`src/rtl/bit_params.svh`:
```
`ifndef BIT_PARAMS_SVH
`define BIT_PARAMS_SVH

// Register addresses on the strobed port
`define BIT_ADDR_MODE      8'hD8
`define BIT_ADDR_COUNT     8'hD9
`define BIT_ADDR_IRQ_STAT  8'hDA
`define BIT_ADDR_IRQ_EN    8'hDB
`define BIT_ADDR_IRQ_CLR   8'hDC
`define BIT_ADDR_POWER     8'hDD

// Mode register fields
`define BIT_MODE_RUN       7
`define BIT_MODE_RATE_HI   6
`define BIT_MODE_RATE_LO   4
`define BIT_MODE_MASK      8'hF0

// Status, enable and clear layout
`define BIT_IRQ_OVF        0
`define BIT_IRQ_WAKE       1
`define BIT_IRQ_MASK       8'h03

// Power register fields
`define BIT_PWR_HI         1
`define BIT_PWR_LO         0

// Reset values
`define BIT_MODE_RST       8'h00
`define BIT_COUNT_RST      8'h00
`define BIT_ZERO8          8'h00

// Counter limits and interrupt vector
`define BIT_COUNT_FULL     8'hFF
`define BIT_COUNT_ONE      8'h01
`define BIT_DIV_ONE        8'h01
`define BIT_DIV_MAX        8'hFF
`define BIT_IRQ_VECTOR     8'h08

`endif

```
`src/rtl/bit_pkg.sv`:
```
`default_nettype none

package bit_pkg;

  // Power modes, Gray coded
  typedef enum logic [1:0] {
    BIT_PWR_NORMAL = 2'b00,
    BIT_PWR_SLOW   = 2'b01,
    BIT_PWR_GREEN  = 2'b11
  } bit_power_t;

  // Wake state machine, Gray coded
  typedef enum logic [1:0] {
    BIT_WK_IDLE  = 2'b00,
    BIT_WK_ASLP  = 2'b01,
    BIT_WK_WAKE  = 2'b11
  } bit_wake_t;

endpackage

`default_nettype wire

```
`src/rtl/bit_basic_timer.sv`:
```
// Summary of operation
// - Hold count when run is 0, count when 1.
// - Count advances one per prescaled clock tick.
// - Overflow is the 0xFF to 0x00 rollover.
// - Overflow sets sticky flag; software alone clears.
// - No reload; counting continues from zero.
// - Enabled overflow requests interrupt at vector 8.
// - Counts in normal, slow and green modes.
// - Green overflow sets flag and wakes system.
// - Rate field divides instruction clock 256 to 2.
// - Rate field bits 6:4; bits 3:0 unimplemented.
// - Run enable is mode bit 7.
// - Count register 8-bit, read/write, resets zero.
//
// The strobed register port was chosen for this implementation.
`timescale 1ns/10ps
`default_nettype none
`include "bit_params.svh"

module bit_basic_timer
(
  input  wire logic       clock,
  input  wire logic       reset,
  input  wire logic       cpuTick,
  input  wire logic [7:0] address,
  input  wire logic [7:0] writeData,
  input  wire logic       writeStrobe,
  input  wire logic       readStrobe,
  output logic      [7:0] readData,
  output logic            irq,
  output logic      [7:0] irqVector,
  output logic            wakeUp,
  output logic      [1:0] powerMode
);

  logic [7:0]           modeReg_r;
  logic [7:0]           count_r;
  logic [7:0]           count_nxt;
  logic [7:0]           prescale_r;
  logic [7:0]           prescale_nxt;
  logic [1:0]           status_r;
  logic [1:0]           status_nxt;
  logic [1:0]           irqEnable_r;
  logic [1:0]           irqEnable_nxt;
  logic [7:0]           readData_r;
  logic [7:0]           irqVector_r;
  logic [7:0]           readMux;
  logic                 irq_r;
  logic                 wakeUp_r;
  bit_pkg::bit_power_t  power_r;
  bit_pkg::bit_power_t  power_nxt;
  bit_pkg::bit_power_t  prevPower_r;
  bit_pkg::bit_wake_t   wake_r;
  bit_pkg::bit_wake_t   wake_nxt;

  wire        runEnable   = modeReg_r[`BIT_MODE_RUN];
  wire [2:0]  prescaleSel = modeReg_r[`BIT_MODE_RATE_HI:`BIT_MODE_RATE_LO];
  // Divide by 2^(8-sel): terminal value is divisor minus one
  wire [7:0]  divLast     = `BIT_DIV_MAX >> prescaleSel;
  wire        selMode     = address == `BIT_ADDR_MODE;
  wire        selCount    = address == `BIT_ADDR_COUNT;
  wire        selStat     = address == `BIT_ADDR_IRQ_STAT;
  wire        selEn       = address == `BIT_ADDR_IRQ_EN;
  wire        selClr      = address == `BIT_ADDR_IRQ_CLR;
  wire        selPower    = address == `BIT_ADDR_POWER;
  wire        wrMode      = writeStrobe && selMode;
  wire        wrEnable    = writeStrobe && selEn;
  wire        wrPower     = writeStrobe && selPower;
  wire [1:0]  powerCode   = writeData[`BIT_PWR_HI:`BIT_PWR_LO];
  // Code 10 names no mode and is ignored
  wire        powerSleep  = powerCode == bit_pkg::BIT_PWR_GREEN;
  wire        powerAwake  = (powerCode == bit_pkg::BIT_PWR_NORMAL) ||
                            (powerCode == bit_pkg::BIT_PWR_SLOW);
  wire        enterGreen  = wrPower && powerSleep && (wake_r == bit_pkg::BIT_WK_IDLE);
  wire        wrCount     = writeStrobe && selCount;
  wire        wrClr       = writeStrobe && selClr;
  // Terminal test also catches a count left above a smaller divisor
  wire        preWrap     = prescale_r >= divLast;
  wire        timerTick   = runEnable && cpuTick && preWrap;
  wire        overflow    = timerTick && !wrCount && (count_r == `BIT_COUNT_FULL);
  wire        inGreen     = power_r == bit_pkg::BIT_PWR_GREEN;
  wire        greenWake   = overflow && inGreen;
  wire [1:0]  clrMask     = wrClr ? writeData[1:0] : 2'b00;
  wire [1:0]  setMask     = {greenWake, overflow};

  // Prescaler, cleared while stopped
  always_comb
  begin
    prescale_nxt = prescale_r;
    if (!runEnable)
    begin
      prescale_nxt = `BIT_ZERO8;
    end
    else if (cpuTick)
    begin
      prescale_nxt = preWrap ? `BIT_ZERO8 : prescale_r + `BIT_DIV_ONE;
    end
  end

  // Count: software write wins, otherwise free-running wrap
  always_comb
  begin
    count_nxt = count_r;
    if (wrCount)
    begin
      count_nxt = writeData;
    end
    else if (timerTick)
    begin
      count_nxt = count_r + `BIT_COUNT_ONE;
    end
  end

  // Sticky flags: set beats clear
  assign status_nxt = (status_r & ~clrMask) | setMask;
  assign irqEnable_nxt = wrEnable ? writeData[1:0] : irqEnable_r;

  // Power mode tracking with green wake-up
  always_comb
  begin
    power_nxt = power_r;
    wake_nxt  = wake_r;
    case (wake_r)
      bit_pkg::BIT_WK_IDLE:
      begin
        if (wrPower && (powerAwake || powerSleep))
        begin
          power_nxt = bit_pkg::bit_power_t'(powerCode);
          if (powerSleep)
          begin
            wake_nxt = bit_pkg::BIT_WK_ASLP;
          end
        end
      end
      bit_pkg::BIT_WK_ASLP:
      begin
        if (greenWake)
        begin
          wake_nxt = bit_pkg::BIT_WK_WAKE;
        end
      end
      bit_pkg::BIT_WK_WAKE:
      begin
        power_nxt = prevPower_r;
        wake_nxt  = bit_pkg::BIT_WK_IDLE;
      end
      default:
      begin
        wake_nxt = bit_pkg::BIT_WK_IDLE;
      end
    endcase
  end

  always_ff @(posedge clock)
  begin
    if (reset)
    begin
      prevPower_r <= bit_pkg::BIT_PWR_NORMAL;
    end
    else if (enterGreen)
    begin
      prevPower_r <= power_r;
    end
  end

  // Read multiplexer
  assign readMux = selMode  ? (modeReg_r & `BIT_MODE_MASK) :
                   selCount ? count_r :
                   selStat  ? {6'h00, status_r} :
                   selEn    ? {6'h00, irqEnable_r} :
                   selPower ? {6'h00, power_r} :
                   `BIT_ZERO8;

  always_ff @(posedge clock)
  begin
    if (reset)
    begin
      modeReg_r <= `BIT_MODE_RST;
    end
    else if (wrMode)
    begin
      modeReg_r <= writeData & `BIT_MODE_MASK;
    end
  end

  always_ff @(posedge clock)
  begin
    if (reset)
    begin
      count_r <= `BIT_COUNT_RST;
    end
    else
    begin
      count_r <= count_nxt;
    end
  end

  always_ff @(posedge clock)
  begin
    if (reset)
    begin
      prescale_r <= `BIT_ZERO8;
    end
    else
    begin
      prescale_r <= prescale_nxt;
    end
  end

  always_ff @(posedge clock)
  begin
    if (reset)
    begin
      status_r <= 2'h0;
    end
    else
    begin
      status_r <= status_nxt;
    end
  end

  always_ff @(posedge clock)
  begin
    if (reset)
    begin
      irqEnable_r <= 2'h0;
    end
    else if (wrEnable)
    begin
      irqEnable_r <= writeData[1:0];
    end
  end

  always_ff @(posedge clock)
  begin
    if (reset)
    begin
      power_r <= bit_pkg::BIT_PWR_NORMAL;
      wake_r  <= bit_pkg::BIT_WK_IDLE;
    end
    else
    begin
      power_r <= power_nxt;
      wake_r  <= wake_nxt;
    end
  end

  always_ff @(posedge clock)
  begin
    if (reset)
    begin
      readData_r <= `BIT_ZERO8;
    end
    else
    begin
      readData_r <= readStrobe ? readMux : `BIT_ZERO8;
    end
  end

  // Level follows the next status and enable, so both change irq on one edge
  always_ff @(posedge clock)
  begin
    if (reset)
    begin
      irq_r <= 1'h0;
    end
    else
    begin
      irq_r <= |(status_nxt & irqEnable_nxt);
    end
  end

  always_ff @(posedge clock)
  begin
    if (reset)
    begin
      wakeUp_r <= 1'h0;
    end
    else
    begin
      wakeUp_r <= greenWake;
    end
  end

  // Vector held in a flop so every output is registered
  always_ff @(posedge clock)
  begin
    if (reset)
    begin
      irqVector_r <= `BIT_IRQ_VECTOR;
    end
  end

  assign readData  = readData_r;
  assign irq       = irq_r;
  assign irqVector = irqVector_r;
  assign wakeUp    = wakeUp_r;
  assign powerMode = power_r;

endmodule // bit_basic_timer

`default_nettype wire

```
`config.mk`:
```
export PLATFORM = sky130hd
export DESIGN_NAME = bit_basic_timer
export DESIGN_NICKNAME = d
export VERILOG_FILES = /design/src/rtl/bit_pkg.sv /design/src/rtl/bit_basic_timer.sv
export VERILOG_INCLUDE_DIRS = /design/src /design/src/rtl
export SDC_FILE = /design/constraint.sdc
export NUM_CORES = 1
export LEC_CHECK = 0
export BUFFER_PORTS_ARGS = -buffer_cell sky130_fd_sc_hd__buf_2
export CAP_MARGIN = 20
export CORE_MARGIN = 1
export CORE_UTILIZATION = 30
export CTS_CLUSTER_DIAMETER = 80
export DETAILED_ROUTE_END_ITERATION = 10
export PLACE_DENSITY = 0.47
export SKIP_LAST_GASP = 1
export SLEW_MARGIN = 15
export SYNTH_ARGS = -nofsm -noshare
export SYNTH_HDL_FRONTEND = slang
export SYNTH_SLANG_ARGS = --single-unit
```
`constraint.sdc`:
```
create_clock -name clock -period 3.3 [get_ports clock]
set_clock_uncertainty 0.1 [all_clocks]
set_input_delay 0.66 -clock clock [delete_from_list [all_inputs] [get_ports clock]]
set_output_delay 0.66 -clock clock [all_outputs]
set_load 0.02 [all_outputs]
```
==> impl_metrics.toml, run 1 <==
[run]
maxCapViolations = 0

[timing]
hold_violations = 0
relSlewSlack_pct = 48.6
timing.fmax_mhz = 381
setup_viol = 0
setup_slack_ns = 0.677
finalSetupTns_ns = 0
final.period_utilization_pct = 79.5
rsz0062_at_grt = "no"
tightest_slew_ns = 0.771
post-route-min-period_ns = 2.62
hold_slack_ns = 0.399
slew_violations = 0

[critical_path]
max_stage_delay_ns = 0.62
path_buf_inv = 0
cp_data_arrival_time_ns = 2.72
start_kind = "register"
slowest_stage = "a21oi_1"
crit_chain = "or3_1 -> ha_1 -> and4_1 -> nor2b_1 -> a21oi_1 -> o21ai_0 -> a311oi_1"
cp.required_ns = 3.40
rr_worst_depth = 7
crit_type = "reg2reg"
cp.depth = 7
path_max_fanout = 10
crit_family = "compound AO/OA/AOI/OAI gates"
crit_path_end_kind = "register"

[detailed_routing]
vias_per_cell = 4.82
drcViolationCount = 0
drt_wl_total_mm = 4.88
drt_iter0_drc = 41
firstDrtPassIters = 4
routedWlPerCell_um = 13.7
vias = 1711
ant_nets = 0

[power]
swShare_pct = 23.9
ir_worst_vdd_mv = 0.108
seqPwrFrac_pct = 57.3
combPwrFrac_pct = 5.9
p_total_mw = 0.844
clkPwrFrac_pct = 36.9
power_leakage_nw = 0.980
p_per_area_mw_per_mm2 = 350
switchingPower_mw = 0.202
p_int_mw = 0.642

[placement]
portBuffers = 32
dp_hpwl_mm = 3.55
place_ws_ns = 0.688
routabilityCongestion = 0.726
dp_cells = 348
place_area_mm2 = 0.00233

[logic_synthesis]
syn_inst = 227
async_reset_ff_share_pct = 0
synthDistinctLibCells = 48
syn_avg_cell_area_um2 = 9.33
ys_top_cells_by_area = "dfxtp_1 38%, nor2_1 5.5%, ha_1 5.3%"
netlist_area_mm2 = 0.00212
synth_edf_count = 0
synthFlopType = "dfxtp_1"
synth_warnings = 0
synthTopCellsByCount = "40 x dfxtp_1, 31 x nor2_1"
synth-seq-cells = 40
post-synth-top-count-cell = "dfxtp_1"
synth_top_cell_by_area = "dfxtp_1"
synth.top_cell.area_share_pct = 37.8
ys_seq_area_share_pct = 37.8

[global_routing]
grt.overflow.total = 0
grt_pass1_wl_mm = 8.22
grtUsageTotal_pct = 14.3
antenna_found_initial = 0
grt_max_degree = 26
grt_pass1_vias = 1640

[die]
num_io_pins = 41
die_x_um = 86.0
start_util_pct = 31.2
die_h_um = 86.0
core_mm2 = 0.00679
die_area_mm2 = 0.00740
rows = 30

[clocking]
cts_num_sinks = 40
cts_max_level = 2
cts.clk_slew.worst_paths_ns = 0.07
cts_hold_buf = 0
cts_tree = "built"
post_cts_buffers = 0
clk_path_buf_depth = 2
clk_latency_ns = 0.29
numCtsBuffers = 5
ctsRootBufferMaster = "clkbuf_8"
cts_resized = 0

[run_status]
outcome = "finished clean"

[final_layout]
num_antenna_cells = 0
stdcell_area_mm2 = 0.00241
fin_util_pct = 35.5
layout.cells.non_filler = 355
final_net_count = 289
area_delta_synth_final_pct = 13.8
drive_above_1_share_pct = 20.8

[hold_path]
min_path_type = "reg2reg"
hold_depth = 2
## routing by layer
metal / vias up / GRT usage, % / part of all wire (%) / routed length [µm]
li1: 883 / - / - / -
met1: 796 / 18.6 / 50 / 2440
met2: 26 / 23.0 / 46 / 2250
met3: 6 / 3.27 / 2.6 / 128
met4: 0 / 5.61 / 1.3 / 65
met5: - / 0 / 0 / 0
## placed cells by master, fill, tap and decap left out, types with 3 or more instances in the layout
cell,count
nand2_1,10
a22o_1,7
nor3_1,3
and4_1,3
nand3_1,10
nor2_1,31
o21ai_0,10
ha_1,9
mux2i_1,10
xor2_1,6
and2_1,3
a211oi_1,3
and3_1,4
nor2b_1,5
a311oi_1,8
a21oi_1,4
or3_1,8
nand4_1,4
conb_1,8
dfxtp_1,40
clkbuf_8,5
buf_2,32
o21ai_1,3
## kinds of logic (layout without fill, tap and decap cells)
| logic type | after synthesis | in the layout | synth area share (%) |
|---|---|---|---|
| fa+ha+maj | 9 | 9 | 5.32 |
| simple gates | 96 | 96 | 27.8 |
| other cells | 2 | 8 | 0.355 |
| xor+xnor | 8 | 8 | 3.31 |
| compound gates | 43 | 43 | 14.4 |
| flops | 40 | 40 | 37.8 |
| buf+inv | 17 | 43 | 5.26 |
| mux | 12 | 12 | 5.79 |
## power by group through the flow
stage	clock [mW]	sequential [mW]	combinational [mW]
6_report	0.311	0.483	0.0495
5_1_grt	0.344	0.483	0.0540
4_1_cts	0.328	0.483	0.0495
3_5_place_dp	0	0.494	0.0491
3_3_place_gp	0	0.494	0.0495
2_1_floorplan	0	0.494	0.0332
## flip-flops by register name (all words and copies together), names as in the netlist
name and cells:
count_r 8, irq 1, irqEnable_r 2, modeReg_r 4, powerMode 2, prescale_r 8
prevPower_r 2, readData 8, status_r 2, wakeUp 1, wake_r 2
## final timing paths
| kind | slack [ns] | from | end |
|---|---|---|---|
| worst max-delay path | 0.68 | modeReg_r[4] | count_r[4] |
| worst min-delay path | 0.40 | prevPower_r[1] | prevPower_r[1] |
| worst max register to register | 0.68 | modeReg_r[4] | count_r[4] |
| worst min register to register | 0.40 | prevPower_r[1] | prevPower_r[1] |
## worst reg2reg max path, cell delays in order, from the launching register on
cell and delay (ns):
dfxtp_1 0.36, or3_1 0.39, ha_1 0.29, and4_1 0.18, nor2b_1 0.13, a21oi_1 0.62
o21ai_0 0.19, a311oi_1 0.29
## final cells by class
| class | instances | area, µm² |
|---|---|---|
| Inverter | 2 | 7.51 |
| Tap cell | 96 | 120 |
| Sequential cell | 40 | 801 |
| Timing Repair Buffer | 34 | 175 |
| Multi-Input combinational cell | 176 | 1230 |
| Fill cell | 723 | 4380 |
| Clock buffer | 6 | 72.6 |
| Clock inverter | 1 | 5.00 |
Power figures use the tool's default switching activity.
==> inputs of run 2 (changes only) <==
- PLACE_DENSITY: 0.47 -> 0.48
- clock period: 3.3 -> 2.4 ns (I/O delays scaled with it)
==> impl_metrics.toml, run 2 (synthesis gave the netlist of run 1 again) <==
[run_status]
outcome = "finished clean"

[die]
num_io_pins = 41
start_util_pct = 31.2
die_x_um = 86.0
die_h_um = 86.0
die_area_mm2 = 0.00740
core_mm2 = 0.00679
rows = 30

[hold_path]
min_path_type = "in2reg"
worstHoldStart = "writeData[5]"
hold_depth = 3
hold_path_end = "modeReg_r[5]"

[clocking]
cts_tree = "built"
ctsRootBufferMaster = "clkbuf_8"
cts_max_level = 2
numCtsBuffers = 5
clk_path_buf_depth = 2
clk_latency_ns = 0.29
cts_num_sinks = 40
cts_hold_buf = 0
cts.clk_slew.worst_paths_ns = 0.08

[final_layout]
final_common_cell = "dfxtp_1"
layout.cells.non_filler = 362
stdcell_area_mm2 = 0.00253
fin_util_pct = 37.2
num_antenna_cells = 0
final_net_count = 296
drive_above_1_share_pct = 27.8
fillers = 706
area_delta_synth_final_pct = 19.3
mostFrequentLayoutCells = "37 x dfxtp_1, 33 x buf_2, 31 x nor2_1"

[power]
p_int_mw = 0.884
clkPwrFrac_pct = 37.3
combPwrFrac_pct = 6.0
p_total_mw = 1.17
switchingPower_mw = 0.285
swShare_pct = 24.4
p_per_area_mw_per_mm2 = 462
seqPwrFrac_pct = 56.7
power_leakage_nw = 1.02
ir_worst_vdd_mv = 0.183

[timing]
slew_violations = 0
timing.fmax_mhz = 429
hold_violations = 0
setup_viol = 0
final.period_utilization_pct = 97.1
rsz0062_at_grt = "yes"
post-route-min-period_ns = 2.33
finalSetupTns_ns = 0

[detailed_routing]
routedWlPerCell_um = 13.3
vias_per_cell = 4.80
firstDrtPassIters = 4
ant_nets = 0
drt_iter0_drc = 58
vias = 1739
drcViolationCount = 0
drt_wl_total_mm = 4.82

[critical_path]
worstReg2RegStart = "modeReg_r[4]"
critical_path.reg2reg.endpoint = "count_r[5]"
max_stage_delay_ns = 0.39
path_max_fanout = 7
slowest_stage = "or3_4"
rr_worst_depth = 7
start_kind = "register"
crit_chain = "or3_4 -> ha_4 -> and4_1 -> a211oi_1 -> buf_4 -> or3_1 -> a311oi_2"
rrSetupSlack_ns = 0.07
cp.required_ns = 2.51
crit_path_end_kind = "register"
cp_data_arrival_time_ns = 2.44
crit_type = "reg2reg"

[global_routing]
antenna_found_initial = 0
grt_max_degree = 17
grtUsageTotal_pct = 13.7
grt_pass1_wl_mm = 7.90
grt.overflow.total = 0
grt_pass1_vias = 1629

[placement]
portBuffers = 32
dp_cells = 353
routabilityCongestion = 0.722
dp_hpwl_mm = 3.40
place_area_mm2 = 0.00237

[run]
maxCapViolations = 0
==> run 2: changes by cell type in the layout (fill, tap and decap cells not counted), moves of 2 or more <==
cell / previous run / this run
buf_4: 2 / 7
dfxtp_1: 40 / 37
o21ai_2: 0 / 3
a311oi_1: 8 / 6
a311oi_2: 0 / 2
dfxtp_2: 0 / 2
o21ai_1: 3 / 1
==> run 2: repair_timing <==
action,4_1_cts,5_1_grt
endpoints found under the hold margin,0,0
setup endpoints to repair,0,16
resized for setup,0,18
setup buffers,0,1
==> run 2: cell type report <==
class / instances / area, µm² / area share, %
sequential: 40 / 807 / 31.9
multi-input combinational: 176 / 1290 / 50.9
clock inverter: 1 / 5.00 / 0.198
clock buffer: 6 / 72.6 / 2.87
tap: 96 / 120 / 4.75
inverter: 2 / 7.51 / 0.297
timing repair buffer: 41 / 229 / 9.06
==> run 2: routing by layer <==
metal / GRT usage [%] / wire, µm / vias to the layer above
met2: 20.9 / 2130 / 43
li1: - / - / 897
met1: 18.6 / 2370 / 789
met5: 0 / 0 / -
met3: 2.79 / 201 / 10
met4: 6.36 / 123 / 0
==> run 2: worst max-delay path: cells and delay by family, from the launching register on <==
| kind | cells | cell delay [ns] |
|---|---|---|
| DFF | 1 | 0.37 |
| AOI/OAI and AO/OA | 2 | 0.37 |
| adders and majority gates | 1 | 0.27 |
| and+or+nand+nor | 3 | 0.96 |
| buffers and inverters | 1 | 0.17 |
==> run 2: worst max-delay path by stage <==
stage | startpoint | end | depth (start not counted)
after global placement | modeReg_r[4] | count_r[4] | 8
after CTS | modeReg_r[4] | count_r[6] | 8
final | modeReg_r[4] | count_r[5] | 7
after floorplan | modeReg_r[4] | irq | 7
after global routing | modeReg_r[4] | count_r[6] | 8
after detailed placement | modeReg_r[4] | count_r[4] | 8
==> run 2: stage by stage <==
| stage | hold WS (ns) | setup WS, ns |
|---|---|---|
| floorplan | 0.361 | 0.109 |
| global placement | 0.378 | 0.0637 |
| detailed placement | 0.387 | 0.0337 |
| CTS | 0.346 | 0.00768 |
| global route | 0.343 | -0.0255 |
| finish | 0.344 | 0.0695 |
==> run 2: power groups by stage <==
stage / Combinational (mW) / Clock (mW) / Sequential [mW]
after floorplan: 0.0457 / 0 / 0.680
after global placement: 0.0706 / 0 / 0.680
after detailed placement: 0.0698 / 0 / 0.680
after CTS: 0.0701 / 0.448 / 0.664
after global routing: 0.0767 / 0.477 / 0.663
final: 0.0707 / 0.435 / 0.663
